**config.mk**
```make
export PLATFORM = sky130hd
export DESIGN_NAME = mtseq_core
export DESIGN_NICKNAME = d
export VERILOG_FILES = /design/src/mtseq_pkg.sv /design/src/mtseq_core.sv /design/src/mtseq_range_sel.sv
export SDC_FILE = /design/constraint.sdc
export NUM_CORES = 2
export LEC_CHECK = 0
export BUFFER_PORTS_ARGS = -buffer_cell sky130_fd_sc_hd__buf_2
export CAP_MARGIN = 20
export CORE_UTILIZATION = 30
export CTS_CLUSTER_DIAMETER = 100
export DETAILED_ROUTE_END_ITERATION = 8
export PLACE_DENSITY = 0.49
export RECOVER_POWER = 50
export SLEW_MARGIN = 25
export SYNTH_ARGS = -nofsm -noshare
export SYNTH_HDL_FRONTEND = slang
export SYNTH_SLANG_ARGS = --single-unit
export TNS_END_PERCENT = 20
```
**constraint.sdc**
```tcl
create_clock -name clock -period 4.9 [get_ports clock]
set_clock_uncertainty 0.15 [all_clocks]
set_input_delay 1.47 -clock clock [delete_from_list [all_inputs] [get_ports clock]]
set_output_delay 1.47 -clock clock [all_outputs]
set_load 0.1 [all_outputs]
```
**src/mtseq_pkg.sv**
```systemverilog
package mtseq_pkg;

  typedef enum logic [3:0] {
    OP_NONE = 4'h0, OP_INIT = 4'h1, OP_ABORT = 4'h2, OP_RESET = 4'h3, OP_FETCH = 4'h4,
    OP_READ = 4'h5, OP_MEASURE = 4'h6, OP_TRIG_SRC = 4'h7, OP_SAMPLES = 4'h8
  } mtseq_op_t;

  typedef enum logic [1:0] {FN_DCV = 2'h0, FN_ACV = 2'h1, FN_OHMS = 2'h2, FN_FOHMS = 2'h3} mtseq_fn_t;

  typedef enum logic [2:0] {
    RG_OMIT = 3'h0, RG_AUTO = 3'h1, RG_DEF = 3'h2, RG_MIN = 3'h3, RG_MAX = 3'h4, RG_VALUE = 3'h5
  } mtseq_rng_t;

  typedef enum logic [1:0] {RS_DEF = 2'h0, RS_MIN = 2'h1, RS_MAX = 2'h2, RS_VALUE = 2'h3} mtseq_res_t;
  typedef enum logic [1:0] {AQ_PLC = 2'h0, AQ_100US = 2'h1, AQ_10US = 2'h2} mtseq_ap_t;
  typedef enum logic [1:0] {CL_NONE = 2'h0, CL_SINGLE = 2'h1, CL_COMMA = 2'h2, CL_RANGE = 2'h3} mtseq_list_t;

  typedef enum logic [2:0] {
    ST_IDLE = 3'b000, ST_WAIT = 3'b001, ST_DELAY = 3'b010, ST_PROBE = 3'b011, ST_CONV = 3'b100, ST_FETCH = 3'b101
  } mtseq_state_t;

  typedef struct packed {
    mtseq_op_t   op;
    mtseq_fn_t   fn;
    mtseq_rng_t  range_kind;
    logic [20:0] range_ohms;
    mtseq_res_t  res_kind;
    mtseq_ap_t   ap_req;
    mtseq_list_t list_kind;
    logic [15:0] chan_a;
    logic [15:0] chan_b;
    logic [15:0] value;
  } mtseq_cmd_t;

  typedef struct packed {
    logic       valid;
    logic       four_wire;
    logic [6:0] card;
    logic [6:0] sense;
    logic [6:0] source;
  } mtseq_chan_t;

  localparam int          CLK_HZ        = 20_000_000;
  localparam int          DELAY_AC_MS   = 500;
  localparam int          DELAY_AC_CYC  = DELAY_AC_MS * (CLK_HZ / 1000);
  localparam logic [6:0]  MEM_DEPTH     = 7'd100;
  localparam logic [15:0] SAMPLES_MEAS  = 16'h0001;
  localparam logic [6:0]  PAIR_OFFSET   = 7'd8;
  localparam logic [20:0] OHM_232       = 21'd232;
  localparam logic [20:0] OHM_1861      = 21'd1861;
  localparam logic [20:0] OHM_14894     = 21'd14894;
  localparam logic [20:0] OHM_119156    = 21'd119156;
  localparam logic [2:0]  RNG_MIN       = 3'h0;
  localparam logic [2:0]  RNG_MAX       = 3'h4;
  localparam logic [14:0] AP_60HZ_US    = 15'd16700;
  localparam logic [14:0] AP_50HZ_US    = 15'd20000;
  localparam logic [14:0] AP_AUTO_MIN_US = 15'd100;
  localparam logic [14:0] AP_FIXED_MIN_US = 15'd10;

endpackage

```
**src/mtseq_core.sv**
```systemverilog
`timescale 1ns/1ps
module mtseq_core #(
  parameter int DELAY_AC_CYC = mtseq_pkg::DELAY_AC_CYC
) (
  input  wire logic                   clock,
  input  wire logic                   rst,
  input  wire logic                   cmd_valid,
  input  mtseq_pkg::mtseq_cmd_t       cmd,
  input  wire logic                   trig_in,
  input  wire logic                   line_50hz,
  input  wire logic                   mem_free,
  input  wire logic                   probe_done,
  input  wire logic [2:0]             probe_range,
  input  wire logic                   conv_done,
  input  wire logic [31:0]            conv_data,
  output mtseq_pkg::mtseq_state_t     state,
  output logic                        stale_err,
  output logic                        rd_valid,
  output logic [31:0]                 rd_data,
  output logic                        rd_last,
  output logic                        ext_grant,
  output logic                        ext_wr_valid,
  output logic [31:0]                 ext_wr_data,
  output logic                        probe_start,
  output logic                        conv_start,
  output mtseq_pkg::mtseq_chan_t      chan_out,
  output mtseq_pkg::mtseq_fn_t        meas_fn,
  output logic                        autorange,
  output logic [2:0]                  range_code,
  output mtseq_pkg::mtseq_res_t       res_sel,
  output logic [14:0]                 aperture_us,
  output logic                        power_cycle_integration,
  output logic                        auto_zero_setting,
  output logic                        offset_compensation,
  output logic                        trig_ext,
  output logic                        trig_count_auto,
  output logic                        delay_auto,
  output logic                        sample_ext,
  output logic [15:0]                 sample_count
);
  import mtseq_pkg::*;

  logic [31:0] mem [0:99];
  logic [15:0] tot;
  logic [6:0]  fidx;
  logic [15:0] smp;
  logic [23:0] dly_cnt;
  logic        ran;
  logic        fetch_pend;
  mtseq_list_t lst_kind;
  logic [6:0]  chan_first;
  logic [6:0]  chan_end;
  logic [6:0]  chan_cur;
  logic [6:0]  card;
  logic [2:0]  sel_range;
  logic        sel_auto;
  logic [14:0] sel_ap;
  logic        sel_plc;

  function automatic logic [6:0] bcd2(input logic [7:0] d);
    bcd2 = 7'({3'h0, d[7:4]} * 7'd10) + 7'({3'h0, d[3:0]});
  endfunction

  wire logic c_init  = cmd_valid && (cmd.op == OP_INIT || cmd.op == OP_READ || cmd.op == OP_MEASURE);
  wire logic c_read  = cmd_valid && (cmd.op == OP_READ || cmd.op == OP_MEASURE);
  wire logic c_meas  = cmd_valid && cmd.op == OP_MEASURE;
  wire logic c_abort = cmd_valid && cmd.op == OP_ABORT;
  wire logic c_reset = cmd_valid && cmd.op == OP_RESET;
  wire logic c_fetch = cmd_valid && cmd.op == OP_FETCH;
  wire logic stop    = c_abort || c_reset;

  wire logic start     = c_init && state == ST_IDLE && !stop;
  wire logic immediate = c_meas || !trig_ext;
  wire logic fetch_go  = c_fetch && state == ST_IDLE && ran && !stop;

  wire logic [6:0] dec_a = bcd2(cmd.chan_a[7:0]);
  wire logic [6:0] dec_b = bcd2(cmd.chan_b[7:0]);
  wire logic [6:0] cur_first = c_meas ? dec_a : chan_first;

  wire logic chan_done = (lst_kind == CL_RANGE || lst_kind == CL_COMMA) ? (chan_cur == chan_end) : 1'b1;
  wire logic smp_done  = (smp + 16'h0001) >= sample_count;
  wire logic rd_done   = conv_done && state == ST_CONV;
  wire logic last_rd   = smp_done && chan_done;

  wire logic [6:0] stored    = (tot >= {9'h0, MEM_DEPTH}) ? MEM_DEPTH : tot[6:0];
  wire logic       fetch_end = (fidx + 7'd1) >= stored;

  wire logic dly_zero    = dly_cnt == 24'h0;
  wire logic enter_delay = !stop && ((start && immediate) || (state == ST_WAIT && trig_in) || (rd_done && !last_rd));
  wire logic enter_probe = !stop && state == ST_DELAY && dly_zero && autorange;
  wire logic enter_conv  = !stop && ((state == ST_DELAY && dly_zero && !autorange) ||
                                     (state == ST_PROBE && probe_done));
  wire logic enter_fetch = !stop && (fetch_go || (rd_done && last_rd && fetch_pend));
  wire mtseq_fn_t dly_fn = c_meas ? cmd.fn : meas_fn;

  mtseq_range_sel u_range_sel (
    .range_kind  (cmd.range_kind),
    .range_ohms  (cmd.range_ohms),
    .res_kind    (cmd.res_kind),
    .ap_req      (cmd.ap_req),
    .line_50hz   (line_50hz),
    .range_code  (sel_range),
    .autorange   (sel_auto),
    .aperture_us (sel_ap),
    .plc_mode    (sel_plc)
  );

  // Sequencer; abort and reset win over every other event
  always_ff @(posedge clock) begin
    if (rst || stop) begin
      state <= ST_IDLE;
    end else begin
      case (state)
        ST_IDLE: begin
          // Trigger has no path out of idle
          if (start) state <= immediate ? ST_DELAY : ST_WAIT;
          else if (fetch_go) state <= ST_FETCH;
        end
        ST_WAIT: begin
          if (trig_in) state <= ST_DELAY;
        end
        ST_DELAY: begin
          if (dly_zero) state <= autorange ? ST_PROBE : ST_CONV;
        end
        ST_PROBE: begin
          if (probe_done) state <= ST_CONV;
        end
        ST_CONV: begin
          // Run ends in idle, or in fetch when a fetch is pending; host must initiate again
          if (conv_done) state <= !last_rd ? ST_DELAY : (fetch_pend ? ST_FETCH : ST_IDLE);
        end
        ST_FETCH: begin
          if (fetch_end) state <= ST_IDLE;
        end
        default: state <= ST_IDLE;
      endcase
    end
  end

  always_ff @(posedge clock) begin
    if (rst || stop) begin
      ran <= 1'b0;
      fetch_pend <= 1'b0;
    end else begin
      if (start) ran <= 1'b1;
      if (enter_fetch) fetch_pend <= 1'b0;
      else if (start && c_read) fetch_pend <= 1'b1;
      else if (c_fetch && state != ST_IDLE && state != ST_FETCH) fetch_pend <= 1'b1;
    end
  end

  always_ff @(posedge clock) begin
    if (rst) begin
      stale_err <= 1'b0;
    end else begin
      stale_err <= c_fetch && !stop && state == ST_IDLE && !ran;
    end
  end

  always_ff @(posedge clock) begin
    if (rst) begin
      dly_cnt <= 24'h0;
    end else if (enter_delay) begin
      dly_cnt <= (dly_fn == FN_ACV) ? 24'(DELAY_AC_CYC - 1) : 24'h0;
    end else if (state == ST_DELAY && !dly_zero) begin
      dly_cnt <= dly_cnt - 24'h1;
    end
  end

  always_ff @(posedge clock) begin
    if (rst) begin
      probe_start <= 1'b0;
      conv_start <= 1'b0;
    end else begin
      probe_start <= enter_probe;
      conv_start <= enter_conv;
    end
  end

  // Configuration; measure loads its one-shot defaults
  always_ff @(posedge clock) begin
    if (rst || c_reset) begin
      meas_fn <= FN_DCV;
      autorange <= 1'b1;
      range_code <= RNG_MIN;
      res_sel <= RS_DEF;
      aperture_us <= AP_60HZ_US;
      power_cycle_integration <= 1'b1;
      auto_zero_setting <= 1'b1;
      offset_compensation <= 1'b0;
      trig_ext <= 1'b0;
      trig_count_auto <= 1'b1;
      delay_auto <= 1'b1;
      sample_ext <= 1'b0;
      sample_count <= SAMPLES_MEAS;
    end else begin
      if (c_meas) begin
        meas_fn <= cmd.fn;
        autorange <= sel_auto;
        if (!sel_auto) range_code <= sel_range;
        res_sel <= cmd.res_kind;
        aperture_us <= sel_ap;
        power_cycle_integration <= sel_plc;
        auto_zero_setting <= 1'b1;
        offset_compensation <= 1'b0;
        trig_ext <= 1'b0;
        trig_count_auto <= 1'b1;
        delay_auto <= 1'b1;
        sample_ext <= 1'b0;
        sample_count <= SAMPLES_MEAS;
      end else if (cmd_valid && cmd.op == OP_TRIG_SRC && state == ST_IDLE) begin
        trig_ext <= cmd.value[0];
      end else if (cmd_valid && cmd.op == OP_SAMPLES && state == ST_IDLE && cmd.value != 16'h0) begin
        sample_count <= cmd.value;
      end
      if (state == ST_PROBE && probe_done && !stop) range_code <= probe_range;
    end
  end

  // Channel scan
  always_ff @(posedge clock) begin
    if (rst || c_reset) begin
      lst_kind <= CL_NONE;
      chan_first <= 7'h0;
      chan_end <= 7'h0;
      chan_cur <= 7'h0;
      card <= 7'h0;
      smp <= 16'h0;
    end else begin
      if (c_meas) begin
        lst_kind <= cmd.list_kind;
        chan_first <= dec_a;
        chan_end <= (cmd.list_kind == CL_SINGLE) ? dec_a : dec_b;
        card <= bcd2(cmd.chan_a[15:8]);
      end
      if (start) begin
        chan_cur <= cur_first;
        smp <= 16'h0;
      end else if (rd_done) begin
        if (!smp_done) begin
          smp <= smp + 16'h0001;
        end else begin
          smp <= 16'h0;
          if (!chan_done) chan_cur <= (lst_kind == CL_COMMA) ? chan_end : chan_cur + 7'd1;
        end
      end
    end
  end

  always_ff @(posedge clock) begin
    if (rst) begin
      chan_out <= '0;
    end else begin
      chan_out.valid <= lst_kind != CL_NONE && state != ST_IDLE && state != ST_FETCH;
      chan_out.four_wire <= meas_fn == FN_FOHMS;
      chan_out.card <= card;
      chan_out.sense <= chan_cur;
      chan_out.source <= (meas_fn == FN_FOHMS) ? chan_cur + PAIR_OFFSET : chan_cur;
    end
  end

  // Reading store; a new run restarts at slot zero
  always_ff @(posedge clock) begin
    if (rst) begin
      tot <= 16'h0;
      ext_grant <= 1'b0;
      ext_wr_valid <= 1'b0;
      ext_wr_data <= 32'h0;
    end else begin
      ext_wr_valid <= 1'b0;
      if (start) begin
        tot <= 16'h0;
        ext_grant <= !c_meas && sample_count > {9'h0, MEM_DEPTH} && mem_free;
      end else if (rd_done && !stop) begin
        if (tot != 16'hFFFF) tot <= tot + 16'h0001;
        if (tot >= {9'h0, MEM_DEPTH} && ext_grant) begin
          ext_wr_valid <= 1'b1;
          ext_wr_data <= conv_data;
        end
      end
    end
  end

  // Memory itself has no reset; tot marks what is valid
  always_ff @(posedge clock) begin
    if (rd_done && !stop && tot < {9'h0, MEM_DEPTH}) mem[tot[6:0]] <= conv_data;
  end

  always_ff @(posedge clock) begin
    if (rst) begin
      fidx <= 7'h0;
      rd_valid <= 1'b0;
      rd_last <= 1'b0;
      rd_data <= 32'h0;
    end else begin
      rd_valid <= 1'b0;
      rd_last <= 1'b0;
      if (enter_fetch) begin
        fidx <= 7'h0;
      end else if (state == ST_FETCH && !stop && fidx < stored) begin
        rd_valid <= 1'b1;
        rd_data <= mem[fidx];
        rd_last <= fetch_end;
        fidx <= fidx + 7'd1;
      end
    end
  end
endmodule

```
**src/mtseq_range_sel.sv**
```systemverilog
`timescale 1ns/1ps
module mtseq_range_sel (
  input  wire mtseq_pkg::mtseq_rng_t range_kind,
  input  wire logic [20:0] range_ohms,
  input  wire mtseq_pkg::mtseq_res_t res_kind,
  input  wire mtseq_pkg::mtseq_ap_t  ap_req,
  input  wire logic        line_50hz,
  output logic [2:0]       range_code,
  output logic             autorange,
  output logic [14:0]      aperture_us,
  output logic             plc_mode
);
  import mtseq_pkg::*;

  always_comb begin
    autorange = (range_kind == RG_OMIT) || (range_kind == RG_AUTO) || (range_kind == RG_DEF);
    range_code = RNG_MIN;
    if (range_kind == RG_MAX) begin
      range_code = RNG_MAX;
    end else if (range_kind == RG_VALUE) begin
      // Value is the largest expected input
      if (range_ohms <= OHM_232) range_code = 3'h0;
      else if (range_ohms <= OHM_1861) range_code = 3'h1;
      else if (range_ohms <= OHM_14894) range_code = 3'h2;
      else if (range_ohms <= OHM_119156) range_code = 3'h3;
      else range_code = RNG_MAX;
    end
  end

  always_comb begin
    plc_mode = 1'b1;
    aperture_us = line_50hz ? AP_50HZ_US : AP_60HZ_US;
    if (res_kind != RS_DEF) begin
      if (ap_req == AQ_10US) begin
        plc_mode = 1'b0;
        aperture_us = autorange ? AP_AUTO_MIN_US : AP_FIXED_MIN_US;
      end else if (ap_req == AQ_100US) begin
        plc_mode = 1'b0;
        aperture_us = AP_AUTO_MIN_US;
      end
    end
  end
endmodule

```
# == Word level (Yosys, flattened, before mapping) ==
# Memory sizes are Yosys's and may differ from the RTL's. A register that Yosys moved wholly into a read port is not among the register bits.
# Cells that the tools add are included.
# op_classes
n_addsub,9
n_mul,3
magnitude_cmp,10
n_eq_ne,35
n_mux,50
bitwise_logic,5
n_reduce_logical,96
# ops
operator,count
two-way mux 24 bit,3
two-way mux 7 bit,10
two-way mux 3 bit,19
logical AND 1 bit,49
two-way mux 15 bit,3
"adder 16 x 1 -> 16 bit, second input constant",2
logical NOT 24 bit,1
"subtractor 24 x 1 -> 24 bit, second input constant",1
adder 7 x 4 -> 7 bit,3
"<= comparator 21 x 11 -> 1 bit, second input constant",1
"<= comparator 21 x 14 -> 1 bit, second input constant",1
"<= comparator 21 x 17 -> 1 bit, second input constant",1
"<= comparator 21 x 8 -> 1 bit, second input constant",1
"multiplier 4 x 3 -> 6 bit, second input constant",3
case mux 3 bit (6 select lines),1
"== test 4 x 3 -> 1 bit, second input constant",4
>= comparator 16 bit,1
">= comparator 16 x 7 -> 1 bit, second input constant",1
"> comparator 16 x 7 -> 1 bit, second input constant",1
"less-than comparator 16 x 7 -> 1 bit, second input constant",1
two-way mux 16 bit,1
"inequality test 16 bit, second input constant",1
nonzero test 16 bit,1
"adder 7 x 1 -> 7 bit, second input constant",2
29 further kinds,96
# word_totals
register_bits,201
ram_bits,3200
inputBits,127
out_inout_bits,143
word_cells,242
n_memories,1
# memory_table
name,words,word_bits,rd,rd_clocked_by_memory_dff,write_ports,line_no,rtl
mem,100,32,1,1,1,mtseq_core.sv:43,logic [31:0] mem [0:99];

# == Longest topological paths before layout ==
# logic_depth
word_depth,11
mapped_depth,16
mapped_depth_nobuf,14

# == Cells and area by module ==
# From an unflattened synthesis, not the netlist that was laid out.
# unflattened
hier_cells,6767
area_unflattened_um2,133543.1
# modules_own_cells
mod,instances,cells_per_inst,area_each_um2,seq_area_each_um2
mtseq_core,1,6693,133032.6,100696.6
mtseq_range_sel,1,74,510.5,0.0

# == Worst setup path after synthesis ==
# Ideal clock, no wire load.
# synth_path
kind,input-to-reg
start,in cmd_valid
end,mem mem[24][0] (enable)
setup_time_ns,0.421
arrival_time_ns,3.937
t_required_ns,4.329
setup_slack_ns,0.391
path_stages,7
path_buffers,2
path_cell_list,nor4bb_1 > buf_2 > nand2b_1 > nor3_1 > nand2_1 > buf_2 > nor2_1
# synth_between
elab_chain_cells,7
word_cells_on_any_way,8
classes_between,2 x mux; 6 x reduce/logical
# synth_lines
element,line_no,rtl
"start, declared",mtseq_core.sv:7,"input wire logic cmd_valid,"
logical AND 1 bit (on tied branches),"mtseq_core.sv:67, mtseq_core.sv:68",
logical OR 1 bit (*),mtseq_core.sv:70,wire logic stop = c_abort || c_reset;
logical NOT 1 bit (*),mtseq_core.sv:286,"if (rd_done && !stop && tot < {9'h0, MEM_DEPTH}) mem[tot[6:0]] <= conv_data;"
logical AND 1 bit (*) (2 in a row),mtseq_core.sv:286,
two-way mux 1 bit (*),mtseq_core.sv:286,
two-way mux 1 bit (implied by the code) (*),mtseq_core.sv:286,
"end, declared",mtseq_core.sv:43,
# Mark *: on every way between the ends. The rest lies on a longest branch, timed or not.

# == Worst setup path after layout ==
# layout_path
start,in conv_data[21]
end,mem mem[69][21] (data pin)
# layout_rtl
element,line_no,rtl
"start, declared",mtseq_core.sv:15,"input wire logic [31:0] conv_data,"
# Straight into the memory's write port.

==> reports/metrics.csv <==
metric,value,unit
gr ovfl total,0,
crit share post-route,0.980,
root buffer cell,clkbuf_16,
register-to-register setup slack,0.28,ns
Tot Pwr,61.0,mW
WP buf/inv,2,
Crit. End Element,flip-flop,
Post-DP HPWL,243,mm
Tightest Pin Transition,4.04,ns
number of global-route vias before repair,70726,
number of synthesized flops with an enable pin,3200,
routed wl met2,187,mm
post-placement worst setup slack,0.170,ns
critical path's slowest cell,clkbuf_1,
Fin Setup TNS,0,ns
Initial Utilization,0.301,
Clock Latency Late Sink,0.88,ns
routed vias,70095,
Ports,270,
Slew Limit Fails,2306,
register area share after synthesis,0.754,
post-route ant nets,0,
cell area after synthesis,133000,sq um
full die area,447000,sq um
M1 WL,168,mm
RR Startpoint,tot[2],
Fin. Hold Viols,0,
port bufs,252,
kind of critical path,in2reg,
gp weighted congestion,0.844,
Final setup viols,0,
"Core Util, Final",0.351,
cell count after synthesis,6846,
final std cells w/o fill,13643,
clock transition at the registers of the reported paths,0.06,ns
Finished Cell Area,155000,sq um
failing checks,"max-capacitance violations, max-slew violations",
top sig layer,met5,
Levels on crit path,2,
unrepaired setup endpoints after global routing,false,
dpl cell area,145000,sq um
CTS Hold Bufs,0,
Worst R2R Path Depth,12,
Setup Buffers After CTS,0,
Synth Register Bits,3422,
WP data required,5.30,ns
leak pwr,47.1,nW
TritonCTS clock tree,built,
Max Cap Viol,43,
most frequent cells in the layout,"edfxtp_1, mux4_2, clkbuf_16, mux2i_1, buf_4",
Final nets,7656,
outcome,"complete, but fails checks",
Die H,668,um
initial antenna violation count,54,
DIE WIDTH,668,um
H-tree levels,5,
Cells after DPL,13015,
routed length per instance,29.0,um
Residual DRC,0,
layout cell share with drive strength beyond 1,0.252,
GRT Resource Usage Total,0.173,
final WL,395,mm
DRT iter0 DRCs,7439,
CP top delay family,buffers and inverters,
drt pass-1 iters,5,
hold slack,0.300,ns
WL met3,28.1,mm
Post-Syn Area per Cell,19.5,sq um
TritonCTS Buffers,350,
vias per inst,5.14,
Main synth FF type,edfxtp_1,
"leading cell type in the layout, fill and taps excluded",edfxtp_1,
largest net degree at the start of global routing,122,
clock tree buffer depth,4,
Site Rows,244,
Startpoint Class,input port,
WP data arrival,5.21,ns
CP Cell Sequence,clkbuf_1 > buf_2,
critical path peak fanout,52,
Final WS setup,0.0958,ns
Tmin final,4.80,ns
CP endpoint,mem[69][21],
area grow syn2layout,16.6,%
CTS resizes,0,
Power Density,393,nW/um^2
Slew Limit Headroom,-1.69,
number of synthesis warnings,0,
max incr delay on CP,2.60,ns
r2r endpoint,rd_data[2],
first-pass GRT wire length,550,mm
ys async rst share,0,
Core Box Area,442000,sq um
CP startpoint,conv_data[21],
number of fill cells,41483,
CTS sink count,3422,
Max IR drop VDD,266,uV
worst min-delay path category,reg2reg,
Cell variety after synth,88,
Fmax,208,MHz
## synthesized netlist by cell type, drive strengths merged (67+ instances only)
library cell | instances | area share
nor3 | 72 | 0.0027
edfxtp | 3200 | 0.72
mux2 | 98 | 0.0083
a211oi | 99 | 0.0056
dfxtp | 222 | 0.033
buf | 263 | 0.013
nor2b | 67 | 0.0032
a21oi | 229 | 0.0086
nand3 | 85 | 0.0032
mux4 | 637 | 0.11
o22ai | 116 | 0.0054
clkbuf | 143 | 0.0040
a22oi | 101 | 0.0057
mux2i | 302 | 0.023
nand2 | 288 | 0.0081
nor2 | 239 | 0.0070
## final cells by class
type / count / area [sq um] / area share
multi-input cells: 2963 / 31100 / 0.200
repair buffers: 667 / 4920 / 0.0317
well taps: 5904 / 7390 / 0.0476
inverters: 62 / 233 / 0.00150
clock inverters: 180 / 1750 / 0.0113
clock buffers: 440 / 9340 / 0.0601
diodes: 5 / 12.5 / 0.0000805
flip-flops and latches: 3422 / 101000 / 0.647
## registers in the layout, summed over array words and instances, names as in the netlist, 8 cells and up
register / cells
sample_count: 16
aperture_us: 8
dly_cnt: 24
ext_wr_data: 32
tot: 16
smp: 16
mem: 3200
rd_data: 32
chan_out: 20
## power breakdown
part           internal [mW]  switching, mW
clock                   15.2           11.2
sequential              32.1          0.133
combinational          0.652           1.84
total                   47.9           13.1
## kinds of logic after synthesis
| kind of cell | synth area share |
|---|---|
| compound gates | 0.0436 |
| xor+xnor | 0.00572 |
| fa+ha+maj | 0.00625 |
| buf+inv | 0.0185 |
| flops | 0.754 |
| mux | 0.139 |
| other cells | 0.0000564 |
| simple gates | 0.0328 |
## worst min path at each step
stage                               start              end  slack (ns)  depth (start not counted)
after floorplan                   card[3]          card[3]        0.28                          2
after global placement         res_sel[1]       res_sel[1]        0.29                          2
after detailed placement       res_sel[1]       res_sel[1]        0.30                          2
after CTS                      res_sel[1]       res_sel[1]        0.30                          2
after global routing      ext_wr_data[27]  ext_wr_data[27]        0.33                          2
final                             card[3]          card[3]        0.30                          2
## routing by layer
layer / vias to the layer above / track usage
met3: 532 / 0.0273
met1: 37624 / 0.240
met2: 2577 / 0.282
met4: 12 / 0.0470
li1: 29350 / -
met5: - / 0
Note: power is estimated with default switching activity, not from simulation.
